==> config.mk <==
export PLATFORM = sky130hd
export DESIGN_NAME = mt_top
export DESIGN_NICKNAME = d
export VERILOG_FILES = /design/src/mt_pkg.sv /design/src/mt_cnt_if.sv /design/src/mt_sync.sv /design/src/mt_counter.sv /design/src/mt_top.sv
export VERILOG_INCLUDE_DIRS = /design/src
export SDC_FILE = /design/constraint.sdc
export NUM_CORES = 1
export LEC_CHECK = 0
export BUFFER_PORTS_ARGS = -buffer_cell sky130_fd_sc_hd__buf_2
export CAP_MARGIN = 20
export CORE_MARGIN = 2
export CORE_UTILIZATION = 40
export DETAILED_ROUTE_END_ITERATION = 7
export PLACE_DENSITY = 0.68
export SLEW_MARGIN = 20
export SYNTH_ARGS = -nofsm -noshare
export SYNTH_HDL_FRONTEND = slang
export SYNTH_SLANG_ARGS = --single-unit
==> constraint.sdc <==
create_clock -name MCLK -period 5 [get_ports MCLK]
set_input_delay 0.25 -clock MCLK [delete_from_list [all_inputs] [get_ports MCLK]]
set_output_delay 0.25 -clock MCLK [all_outputs]
set_load 0.05 [all_outputs]
==> src/mt_map.svh <==
/*
 Register offsets, field positions, reset values and divider counts of the measurement timer.
 Assumes an 8-bit register port with a 5-bit word address.
*/
`ifndef MT_MAP_SVH
`define MT_MAP_SVH

`define MT_ADDR_W 5
`define MT_PIN_W 5

// Register offsets
`define MT_OFS_TMR_L 5'h00
`define MT_OFS_TMR_H 5'h01
`define MT_OFS_TMR_U 5'h02
`define MT_OFS_PRD_L 5'h03
`define MT_OFS_PRD_H 5'h04
`define MT_OFS_PRD_U 5'h05
`define MT_OFS_CPR_L 5'h06
`define MT_OFS_CPR_H 5'h07
`define MT_OFS_CPR_U 5'h08
`define MT_OFS_CPW_L 5'h09
`define MT_OFS_CPW_H 5'h0A
`define MT_OFS_CPW_U 5'h0B
`define MT_OFS_CON 5'h0C
`define MT_OFS_SEL 5'h0D
`define MT_OFS_STAT 5'h0E
`define MT_OFS_IRQ_STAT 5'h0F
`define MT_OFS_IRQ_MASK 5'h10

// Control fields
`define MT_CON_EN 0
`define MT_CON_W16 1
`define MT_CON_MODE_LO 2
`define MT_SEL_CLK_LO 0
`define MT_SEL_WIN_LO 2
`define MT_SEL_SIG 4

// Status fields
`define MT_STAT_PRUP 7
`define MT_STAT_PWUP 6
`define MT_STAT_TRST 5

// Interrupt fields
`define MT_IRQ_MATCH 0
`define MT_IRQ_ACQ 1

// Reset values
`define MT_PRD_RST 24'hFF_FFFF
`define MT_MASK24 24'hFF_FFFF
`define MT_MASK16 24'h00_FFFF

// Clock divider terminal counts
`define MT_DIV_A_MAX 2'h3
`define MT_DIV_B_MAX 4'hF

`endif

==> src/mt_pkg.sv <==
/*
 Types of the measurement timer: measurement modes and acquisition states.
 Assumes nothing beyond a SystemVerilog compiler.
*/
package mt_pkg;
    typedef enum logic [1:0] {
        MT_MODE_TIMER,
        MT_MODE_PERIOD,
        MT_MODE_FLIGHT,
        MT_MODE_GATED
    } mt_mode_t;

    typedef enum logic {
        MT_IDLE,
        MT_ACQ
    } mt_state_t;
endpackage

==> src/mt_cnt_if.sv <==
/*
 Signals between the measurement timer control and its 24-bit counter.
 Assumes both ends run on the same clock.
*/
interface mt_cnt_if;
    logic tick;
    logic clr;
    logic wide16;
    logic [2:0] ld_en;
    logic [7:0] ld_data;
    logic [23:0] period;
    logic [23:0] count;
    logic match;

    modport ctl (output tick, clr, wide16, ld_en, ld_data, period, input count, match);
    modport cnt (input tick, clr, wide16, ld_en, ld_data, period, output count, match);
endinterface

==> src/mt_sync.sv <==
/*
 Two-flop synchronisers for the measured pins.
 Assumes the pins are asynchronous to clk.
*/
`include "mt_map.svh"

module mt_sync (
    // Clock and reset
    input wire logic clk,
    input wire logic rst,
    // Pins in, synchronised levels out
    input wire logic [`MT_PIN_W-1:0] din,
    output logic [`MT_PIN_W-1:0] dout
);
    logic [`MT_PIN_W-1:0] meta;

    // One synchroniser per pin
    for (genvar g = 0; g < `MT_PIN_W; g++) begin : g_bit
        always_ff @(posedge clk) begin
            if (rst) begin
                meta[g] <= 1'b0;
                dout[g] <= 1'b0;
            end else begin
                meta[g] <= din[g];
                dout[g] <= meta[g];
            end
        end
    end
endmodule

==> src/mt_counter.sv <==
/*
 The 24-bit measurement counter with byte loads, 16-bit option and period match.
 Assumes the control end drives every interface input from the same clock.
*/
`include "mt_map.svh"

module mt_counter (
    // Clock and reset
    input wire logic clk,
    input wire logic rst,
    // Control end
    mt_cnt_if.cnt port
);
    logic [23:0] mask;
    logic hit;
    logic [23:0] ld_val;
    logic [23:0] inc;
    logic [23:0] next_count;
    logic next_match;

    assign mask = port.wide16 ? `MT_MASK16 : `MT_MASK24;
    assign hit = (port.count & mask) == (port.period & mask);
    assign inc = (port.count + 24'h00_0001) & mask;

    // Byte loads from software
    for (genvar g = 0; g < 3; g++) begin : g_ld
        assign ld_val[g*8 +: 8] = port.ld_en[g] ? port.ld_data : port.count[g*8 +: 8];
    end

    assign next_count = port.clr ? 24'h00_0000 :
                        (|port.ld_en) ? ld_val :
                        port.tick ? (hit ? 24'h00_0000 : inc) :
                        port.count;
    assign next_match = port.tick && hit && !port.clr && !(|port.ld_en);

    always_ff @(posedge clk) begin
        if (rst) begin
            port.count <= 24'h00_0000;
            port.match <= 1'b0;
        end else begin
            port.count <= next_count;
            port.match <= next_match;
        end
    end
endmodule

==> src/mt_top.sv <==
/*
 Signal measurement timer: register port, source selection, acquisition control,
 capture registers and interrupt. Assumes a one-cycle register master on MCLK and
 asynchronous measured pins.
*/
// Design decisions made here: strobed register access and the register offsets.
// What this block does
// - 24-bit counter in three software read/write bytes low, high, upper.
// - Optional 16-bit counting width instead of 24 bits.
// - Two 24-bit capture registers, width and period, and a 24-bit period match.
// - Measures pulse width, period, duty cycle and edge-to-edge delay of two signals.
// - Interrupt event when the counter matches the period match value.
// - Interrupt event when an acquisition completes.
// - Software selects clock, window and signal sources.
// - Status shows counting, window open and acquisition in progress.
// - Period update request bit copies the buffer into period match, then clears itself.
// - Captured width readable as three read-only bytes; reset content undefined.
// - Exactly one measurement timer instance.
`include "mt_map.svh"

module mt_top (
    // Clock and reset
    input wire logic MCLK,
    input wire logic SYS_RST,
    // Register port
    input wire logic [`MT_ADDR_W-1:0] ADDR,
    input wire logic [7:0] WR_DATA,
    input wire logic WR_EN,
    input wire logic RD_EN,
    output logic [7:0] RD_DATA,
    // Measured pins
    input wire logic CLK_PIN,
    input wire logic [1:0] WIN_PIN,
    input wire logic [1:0] SIG_PIN,
    // Interrupt
    output logic IRQ
);
    logic [`MT_PIN_W-1:0] pin_s;
    logic [`MT_PIN_W-1:0] pin_d;
    logic con_en;
    logic con_w16;
    mt_pkg::mt_mode_t con_mode;
    logic [1:0] sel_clk;
    logic [1:0] sel_win;
    logic sel_sig;
    logic [23:0] prb;
    logic [23:0] prd;
    logic [23:0] cpr;
    logic [23:0] cpw;
    logic prup;
    logic pwup;
    logic trst;
    logic [1:0] irq_stat;
    logic [1:0] irq_mask;
    logic [3:0] div;
    mt_pkg::mt_state_t state;
    mt_pkg::mt_state_t next_state;
    logic [7:0] next_rd;
    logic [1:0] next_irq_stat;
    logic [23:0] next_prb;

    mt_cnt_if cnt_if ();

    function automatic logic [7:0] byte_of(input logic [23:0] v, input logic [1:0] i);
        byte_of = (i == 2'd0) ? v[7:0] : (i == 2'd1) ? v[15:8] : v[23:16];
    endfunction

    function automatic logic win_pick(input logic [`MT_PIN_W-1:0] p, input logic [1:0] s);
        win_pick = (s == 2'd0) ? 1'b1 : (s == 2'd1) ? p[1] : (s == 2'd2) ? p[2] : p[4];
    endfunction

    // Pin synchronisers
    mt_sync u_sync (
        .clk(MCLK),
        .rst(SYS_RST),
        .din({SIG_PIN, WIN_PIN, CLK_PIN}),
        .dout(pin_s)
    );

    // The single counter
    mt_counter u_cnt (
        .clk(MCLK),
        .rst(SYS_RST),
        .port(cnt_if.cnt)
    );

    // Address decode
    wire wr_tmr_l = WR_EN && ADDR == `MT_OFS_TMR_L;
    wire wr_tmr_h = WR_EN && ADDR == `MT_OFS_TMR_H;
    wire wr_tmr_u = WR_EN && ADDR == `MT_OFS_TMR_U;
    wire wr_prd_l = WR_EN && ADDR == `MT_OFS_PRD_L;
    wire wr_prd_h = WR_EN && ADDR == `MT_OFS_PRD_H;
    wire wr_prd_u = WR_EN && ADDR == `MT_OFS_PRD_U;
    wire wr_con = WR_EN && ADDR == `MT_OFS_CON;
    wire wr_sel = WR_EN && ADDR == `MT_OFS_SEL;
    wire wr_stat = WR_EN && ADDR == `MT_OFS_STAT;
    wire wr_mask = WR_EN && ADDR == `MT_OFS_IRQ_MASK;
    wire rd_irq = RD_EN && ADDR == `MT_OFS_IRQ_STAT;

    // Source selection
    wire div_a = div[1:0] == `MT_DIV_A_MAX;
    wire div_b = div == `MT_DIV_B_MAX;
    wire clk_rise = pin_s[0] && !pin_d[0];
    wire clk_tick = (sel_clk == 2'd0) ? 1'b1 : (sel_clk == 2'd1) ? div_a : (sel_clk == 2'd2) ? div_b : clk_rise;
    wire win_lvl = win_pick(pin_s, sel_win);
    wire win_prev = win_pick(pin_d, sel_win);
    wire sig_lvl = sel_sig ? pin_s[4] : pin_s[3];
    wire sig_prev = sel_sig ? pin_d[4] : pin_d[3];
    wire win_rise = win_lvl && !win_prev;
    wire sig_rise = sig_lvl && !sig_prev;
    wire sig_fall = !sig_lvl && sig_prev;

    // Mode events
    wire is_tmr = con_mode == mt_pkg::MT_MODE_TIMER;
    wire is_per = con_mode == mt_pkg::MT_MODE_PERIOD;
    wire is_flt = con_mode == mt_pkg::MT_MODE_FLIGHT;
    wire is_gat = con_mode == mt_pkg::MT_MODE_GATED;
    wire acq = state == mt_pkg::MT_ACQ;
    wire start_ev = con_en && (((is_per || is_gat) && sig_rise) || (is_flt && win_rise));
    wire cap_w = con_en && acq && (((is_per || is_gat) && sig_fall) || (is_flt && sig_rise));
    wire cap_p = con_en && acq && (is_per || is_flt) && sig_rise;
    wire done_ev = con_en && acq && (((is_per || is_flt) && sig_rise) || (is_gat && sig_fall));
    wire running = con_en && (is_tmr ? win_lvl : acq);

    // Counter control
    assign cnt_if.tick = running && clk_tick;
    assign cnt_if.clr = trst || start_ev;
    assign cnt_if.wide16 = con_w16;
    assign cnt_if.ld_en = {wr_tmr_u, wr_tmr_h, wr_tmr_l};
    assign cnt_if.ld_data = WR_DATA;
    assign cnt_if.period = prd;

    // Acquisition sequencing
    assign next_state = (!con_en || is_tmr) ? mt_pkg::MT_IDLE :
                        start_ev ? mt_pkg::MT_ACQ :
                        done_ev ? mt_pkg::MT_IDLE :
                        state;

    // Period buffer byte writes
    assign next_prb = {wr_prd_u ? WR_DATA : prb[23:16],
                       wr_prd_h ? WR_DATA : prb[15:8],
                       wr_prd_l ? WR_DATA : prb[7:0]};

    // New events win over the read clear
    assign next_irq_stat = {done_ev, cnt_if.match} | (rd_irq ? 2'b00 : irq_stat);

    always_comb begin
        unique case (ADDR)
            `MT_OFS_TMR_L: next_rd = byte_of(cnt_if.count, 2'd0);
            `MT_OFS_TMR_H: next_rd = byte_of(cnt_if.count, 2'd1);
            `MT_OFS_TMR_U: next_rd = byte_of(cnt_if.count, 2'd2);
            `MT_OFS_PRD_L: next_rd = byte_of(prb, 2'd0);
            `MT_OFS_PRD_H: next_rd = byte_of(prb, 2'd1);
            `MT_OFS_PRD_U: next_rd = byte_of(prb, 2'd2);
            `MT_OFS_CPR_L: next_rd = byte_of(cpr, 2'd0);
            `MT_OFS_CPR_H: next_rd = byte_of(cpr, 2'd1);
            `MT_OFS_CPR_U: next_rd = byte_of(cpr, 2'd2);
            `MT_OFS_CPW_L: next_rd = byte_of(cpw, 2'd0);
            `MT_OFS_CPW_H: next_rd = byte_of(cpw, 2'd1);
            `MT_OFS_CPW_U: next_rd = byte_of(cpw, 2'd2);
            `MT_OFS_CON: next_rd = {4'h0, con_mode, con_w16, con_en};
            `MT_OFS_SEL: next_rd = {3'h0, sel_sig, sel_win, sel_clk};
            `MT_OFS_STAT: next_rd = {prup, pwup, trst, 2'b00, running, win_lvl, acq};
            `MT_OFS_IRQ_STAT: next_rd = {6'h00, irq_stat};
            `MT_OFS_IRQ_MASK: next_rd = {6'h00, irq_mask};
            default: next_rd = 8'h00;
        endcase
    end

    // Pin history and divider
    always_ff @(posedge MCLK) begin
        if (SYS_RST) begin
            pin_d <= '0;
            div <= 4'h0;
        end else begin
            pin_d <= pin_s;
            div <= div + 4'h1;
        end
    end

    // Configuration
    always_ff @(posedge MCLK) begin
        if (SYS_RST) begin
            con_en <= 1'b0;
            con_w16 <= 1'b0;
            con_mode <= mt_pkg::MT_MODE_TIMER;
            sel_clk <= 2'd0;
            sel_win <= 2'd0;
            sel_sig <= 1'b0;
            irq_mask <= 2'b00;
        end else begin
            if (wr_con) begin
                con_en <= WR_DATA[`MT_CON_EN];
                con_w16 <= WR_DATA[`MT_CON_W16];
                con_mode <= mt_pkg::mt_mode_t'(WR_DATA[`MT_CON_MODE_LO +: 2]);
            end
            if (wr_sel) begin
                sel_clk <= WR_DATA[`MT_SEL_CLK_LO +: 2];
                sel_win <= WR_DATA[`MT_SEL_WIN_LO +: 2];
                sel_sig <= WR_DATA[`MT_SEL_SIG];
            end
            if (wr_mask) begin
                irq_mask <= WR_DATA[1:0];
            end
        end
    end

    // Update requests hold one cycle, then hardware clears them
    always_ff @(posedge MCLK) begin
        if (SYS_RST) begin
            prup <= 1'b0;
            pwup <= 1'b0;
            trst <= 1'b0;
        end else begin
            prup <= wr_stat && WR_DATA[`MT_STAT_PRUP];
            pwup <= wr_stat && WR_DATA[`MT_STAT_PWUP];
            trst <= wr_stat && WR_DATA[`MT_STAT_TRST];
        end
    end

    // Period buffer and active period match
    always_ff @(posedge MCLK) begin
        if (SYS_RST) begin
            prb <= `MT_PRD_RST;
            prd <= `MT_PRD_RST;
        end else begin
            prb <= next_prb;
            if (prup) begin
                prd <= prb;
            end
        end
    end

    // Capture registers keep no reset value
    always_ff @(posedge MCLK) begin
        if (cap_w || pwup) begin
            cpw <= cnt_if.count;
        end
        if (cap_p) begin
            cpr <= cnt_if.count;
        end
    end

    // State, interrupt and read data
    always_ff @(posedge MCLK) begin
        if (SYS_RST) begin
            state <= mt_pkg::MT_IDLE;
            irq_stat <= 2'b00;
            IRQ <= 1'b0;
            RD_DATA <= 8'h00;
        end else begin
            state <= next_state;
            irq_stat <= next_irq_stat;
            IRQ <= |(irq_stat & irq_mask);
            RD_DATA <= RD_EN ? next_rd : 8'h00;
        end
    end
endmodule

## After elaboration in Yosys (flattened, before gate mapping)

Index checks and enable logic that the tools add are counted.

| storage, ports and cells | value |
|---|---|
| logic and storage cells | 160 |
| bits of input ports | 22 |
| memory bits (read-only) | 0 |
| flip-flop bits (word level) | 166 |
| memories | 0 |
| RAM bits | 0 |
| bits in latches | 0 |
| output and inout bits | 9 |

| operators by class | value |
|---|---|
| div/mod/pow operators | 0 |
| magnitude comparators | 0 |
| bitwise logic cells | 6 |
| mux-type cells | 23 |
| shift-type cells | 0 |
| equal/unequal tests | 29 |
| reduce and logical (&&, ||, !) cells | 64 |
| $add $sub $neg | 2 |
| multipliers | 0 |

Operators with widths:

| cell | number |
|---|---|
| 8-bit one-hot mux with 17 select lines | 1 |
| 24-bit 2-to-1 mux | 4 |
| 24-bit bitwise AND | 3 |
| 5-bit by 4-bit == test with 1-bit output, second input constant | 8 |
| 1-bit logical AND | 35 |
| 24-bit by 1-bit adder with 24-bit output, second input constant | 1 |
| 24-bit == test | 1 |
| 8-bit 2-to-1 mux | 3 |
| 5-bit by 3-bit == test with 1-bit output, second input constant | 4 |
| 1-bit 2-to-1 mux | 14 |
| 2-bit == test, second input constant | 5 |
| 5-bit by 2-bit == test with 1-bit output, second input constant | 2 |
| 1-bit logical OR | 8 |
| 2-bit OR reduction | 4 |
| 1-bit zero test | 7 |
| 2-bit by 1-bit == test with 1-bit output, second input constant | 3 |
| 2-bit zero test | 3 |
| 2-bit != test, second input constant | 3 |
| 2-bit AND reduction | 3 |
| 5-bit by 1-bit == test with 1-bit output, second input constant | 1 |
| 5-bit == test, second input constant | 1 |
| 5-bit zero test | 1 |
| 4-bit by 1-bit adder with 4-bit output, second input constant | 1 |
| 4-bit == test, second input constant | 1 |
| 6 further kinds | 7 |

## Longest topological paths before layout

| depth | value |
|---|---|
| depth in word-level cells | 13 |
| mapped depth | 9 |

## Modules after synthesis

A second synthesis with hierarchy kept.

| unflattened totals | value |
|---|---|
| cells, all modules | 769 |
| area total of the unflattened synthesis | 7,810.0 sq um |

By module, submodules not included:

| module | area each (sq um) | times used | cells an instance | sequential area each (sq um) |
|---|---|---|---|---|
| mt_top | 5,555.3 | 1 | 500 | 3,103.0 |
| mt_counter | 1,991.9 | 1 | 249 | 500.5 |
| mt_sync | 262.8 | 1 | 20 | 200.2 |

## Worst setup path before layout

No wires, ideal clock.

| timing path | value |
|---|---|
| path type | reg2reg |
| start | register con_mode[0] |
| end | register state (netlist: acq) |
| path buffers | 0 |
| setup slack | 3.032 ns |
| stages on the path, launching flop included | 7 |
| required time | 4.885 ns |
| arrival time | 1.853 ns |
| path through | dfxtp_1 -> inv_1 -> ha_1 -> and4_1 -> a41oi_1 -> nand2_1 -> a2111oi_0 |

| on the way | value |
|---|---|
| longest elaborated chain between the ends | 6 |
| elaborated cells on any way between the ends | 18 |
| those cells by class | eq/ne (3); mux (1); reduce/logical (14) |

Ends and longest elaborated chain:

| what | RTL line | text |
|---|---|---|
| start, declared | mt_top.sv:42 | `mt_pkg::mt_mode_t con_mode;` |
| start signal, assigned | mt_top.sv:186 | `con_mode <= mt_pkg::MT_MODE_TIMER;` |
| start signal, assigned | mt_top.sv:195 | `` con_mode <= mt_pkg::mt_mode_t'(WR_DATA[`MT_CON_MODE_LO +: 2]); `` |
| 2-bit by 1-bit == test with 1-bit output, or another cell as far along | mt_top.sv:115 | `wire is_per = con_mode == mt_pkg::MT_MODE_PERIOD;` |
| 1-bit logical OR, on equally long branches | mt_top.sv:119, mt_top.sv:122 |  |
| 1-bit logical AND, on equally long branches | mt_top.sv:119, mt_top.sv:122 |  |
| 1-bit logical OR, on equally long branches | mt_top.sv:119, mt_top.sv:122 |  |
| 1-bit logical AND, on equally long branches | mt_top.sv:119, mt_top.sv:122 |  |
| 1-bit 2-to-1 mux / 2-bit nonzero test (equally long branches) | - |  |
| end signal, assigned | mt_top.sv:247 | `state <= mt_pkg::MT_IDLE;` |
| end signal, assigned | mt_top.sv:252 | `state <= next_state;` |
| end, declared | mt_top.sv:56 | `mt_pkg::mt_state_t state;` |

Parallel ways exist; a longest one is shown, timed or not.
A chain may end at the register's enable or synchronous reset.

## Final worst setup path

| timing path | value |
|---|---|
| start | register u_cnt.port.count[2] |
| end | register u_cnt.port.count[23] |

| on the way | value |
|---|---|
| longest elaborated chain between the ends | 5 |
| elaborated cells on any way between the ends | 7 |
| those cells by class | add/sub (1); eq/ne (1); mux (3); bitwise (2) |

Ends and longest elaborated chain:

| what | RTL line | text |
|---|---|---|
| start, declared | mt_cnt_if.sv:16 | `modport cnt (input tick, clr, wide16, ld_en, ld_data, period, output count, match);` |
| start signal, assigned | mt_counter.sv:41 | `port.count <= next_count;` |
| 24-bit by 1-bit adder with 24-bit output / 24-bit bitwise AND (equally long branches) | mt_counter.sv:23, mt_counter.sv:22 |  |
| 24-bit bitwise AND / 24-bit == test (equally long branches) | mt_counter.sv:23, mt_counter.sv:22 |  |
| 24-bit 2-to-1 mux (*) (2 in series) | mt_counter.sv:32 | `port.tick ? (hit ? 24'h00_0000 : inc) :` |
| 24-bit 2-to-1 mux (*) | mt_counter.sv:31 | `(\|port.ld_en) ? ld_val :` |

Mark *: on every way between the ends. The rest lies on a longest branch, timed or not. The select of a mux whose other input is x is not followed.

==> run summary <==
outcome - finished clean
Distinct cells, synth - 68
Die Span Y - 141 um
WP buf/inv - 1
Total GRT Usage - 23.2%
most frequent cells in the layout - 118 x dfxtp_1, 50 x a211o_1, 48 x edfxtp_1, 45 x nand2_1, 43 x nor2b_1
drt wl/cell - 23.2 um
ANT cells - 0
Net Sw Power - 0.661 mW
Max Cap Viol - 0
Power Dens Cells - 336 nW/um^2
DRC errors left - 0
Flop pwr share - 49.8%
Setup CP Type - register to register
most common cell after layout, fill and taps aside - dfxtp_1
Placeable Area - 18600 um^2
P_int - 2.16 mW
die width - 141 um
Synth Net Count - 753
sequential area share after synthesis - 50.6%
largest net degree at the start of global routing - 87
finished layout cell area - 8400 um^2
hold path cells - 2
final setup TNS - 0 ns
worst flop-to-flop path startpoint - u_cnt.port.count[2]
filler instances - 1711
Synth Register Bits - 166
# clock sinks - 166
Placed Area - 7790 um^2
CP arrival - 3.09 ns
met2 wire len - 10400 um
Max clock buf depth - 2
share of cells above drive strength 1 - 12.1%
Top Metal Used - met4
Synth Flop Type - dfxtp_1
DRT iter0 DRCs - 992
WL final - 22800 um
DR vias - 6247
Period minus WS final - 2.76 ns
FP Rows - 50
final hold violations - 0
Worst path depth - 7
required time worst endpoint - 5.33 ns
Hold Startpoint - SIG_PIN[0]
multi-input logic area - 3420 um^2
post_cts resized - 0
Post-Syn Instances - 725
part of the cycle the worst path needs - 55.2%
post-CTS setup repair buffer count - 0
Leak - 3.04 nW
clock latency at the later pin of the worst-skew pair - 0.44 ns
# IOs - 31
reg2reg path depth - 7
Sw Ratio - 23.4%
initial core utilization - 40.4%
wl on met1 - 9460 um
vias in the first global route - 5681
asr flop ratio synth - 0%
first-pass GRT wire length - 35000 um
clock buffer count from CTS - 17
crit end category - register
area occupied by registers - 3800 um^2
Worst setup SP type - register
Non-Filler Instances - 986
Area Overhead vs Synth - 11.9%
Logic pwr share - 4.3%
syn avg cell area - 10.4 um^2
CTS H-tree lvls - 4
max incr delay on CP - 0.65 ns
Max Slew Vio Count - 0
Ys Warns - 0
drt via density - 6.34
crit path max fanout - 28
RSZ-0062 raised after global routing - false
Slew @ Worst Pin - 0.987 ns
Critical-path top delay cell - dfxtp_1
DRT Pass-1 Iters - 5
VDD IR-drop max - 133 uV
Final Wtd Congestion - 0.947
Setup crit start - u_cnt.port.count[2]
Port Buffer Count - 30
met3 WL - 2250 um
Antenna Violating Nets Remaining - 0
critical-path cell list - xor2_1 -> nor4_1 -> nand4_1 -> o21ai_4 -> buf_16 -> o41ai_1 -> a221o_1
fin nets - 767
Max Clk Rate - 0.362 GHz
Synth Cell Area - 7510 um^2
Final Skew - 0.0126 ns
CTS tree - done
Fin Hold WS - 0.0246 ns
Clock power frac - 45.9%
hold buffers post-CTS - 0
Die Area - 19900 um^2
Top Family by Delay on Critical Path - compound AO/OA/AOI/OAI gates
post-DP HPWL - 15300 um
GRT Residual Overflow - 0
min-delay worst type - input pin to register
relative max-transition margin - 33.7%
initial antenna violation count - 0
clock slew at reported path FFs - 0.07 ns
final setup violation count - 0
Clock Root Buffer - clkbuf_16
DP Cell Count - 953
Post-synth EDFFs - 48
power by group through the flow:
| stage | Combinational [mW] | Sequential, mW | Clock (mW) |
|---|---|---|---|
| after floorplan | 0.0727 | 1.43 | 0 |
| after global placement | 0.115 | 1.43 | 0 |
| after detailed placement | 0.116 | 1.43 | 0 |
| after CTS | 0.117 | 1.40 | 1.31 |
| after global routing | 0.127 | 1.41 | 1.38 |
| final | 0.120 | 1.40 | 1.30 |
sequential cells by signal, summed over array words and instances (netlist names), 2 cells and up:
name	flops
irq_stat	2
irq_mask	2
sel_clk	2
div	4
cpr	24
RD_DATA	8
cpw	24
u_sync.meta	5
sel_win	2
con_mode	2
u_sync.dout	5
pin_d	5
prb	24
cnt_if.period	24
u_cnt.port.count	24
final cells by class:
type / count / share of cell area (%)
Inverter: 11 / 0.491
Tap cell: 234 / 3.48
Clock buffer: 20 / 5.55
Clock inverter: 12 / 1.38
Multi-Input combinational cell: 501 / 40.7
Timing Repair Buffer: 42 / 3.10
Sequential cell: 166 / 45.3
through the flow:
stage	worst slack [ns]	utilization (%)	total power [mW]
6_report	2.24	45.2	2.82
5_1_grt	2.10	45.2	2.91
4_1_cts	2.06	45.1	2.83
3_5_place_dp	2.06	41.9	1.55
3_3_place_gp	2.09	41.9	1.55
2_1_floorplan	3.03	-	1.50
final timing paths:
check | slack [ns] | to
max | 2.24 | u_cnt.port.count[23]
min | 0.02 | u_sync.meta[3]
max reg2reg | 2.24 | u_cnt.port.count[23]
min reg2reg | 0.44 | u_sync.dout[2]
routing by layer:
metal	GRT usage (%)	up-vias
li1	-	2809
met1	31.6	3038
met2	35.7	344
met3	5.81	56
met4	8.74	0
met5	0	-
cells by family after synthesis:
logic type | after synthesis | share of synthesized area [%]
AND/OR/NAND/NOR | 259 | 19.8
AO/OA/AOI/OAI | 208 | 21.5
flip-flops | 166 | 50.6
buffers and inverters | 58 | 3.81
XOR/XNOR | 26 | 3.03
adder cells (fa/ha/maj) | 6 | 0.999
multiplexers | 2 | 0.266
worst reg2reg max path, cell delays in order (launching register included):
cell,delay (ns)
dfxtp_1,0.65
xor2_1,0.13
nor4_1,0.35
nand4_1,0.25
o21ai_4,0.55
buf_16,0.24
o41ai_1,0.11
a221o_1,0.36
synthesized netlist by cell type (7+ instances only):
cell	n	area share (%)
o31ai_1	11	1.1
nand2_1	45	2.2
nor2_1	31	1.5
buf_2	15	1.0
o21ai_0	7	0.47
a21oi_1	19	1.3
and3_1	35	2.9
edfxtp_1	48	19
nand3_1	31	2.1
inv_1	11	0.55
a211o_1	50	5.8
a22oi_1	40	4.0
a221oi_1	7	0.82
clkbuf_1	23	1.1
a32o_1	13	1.7
a221o_1	8	1.1
nor2b_1	43	3.6
nor3_1	9	0.60
o21ai_1	18	1.2
xor2_1	25	2.9
nand2b_1	7	0.58
dfxtp_1	118	31
and2_1	7	0.58
Power figures use the tool's default switching activity.
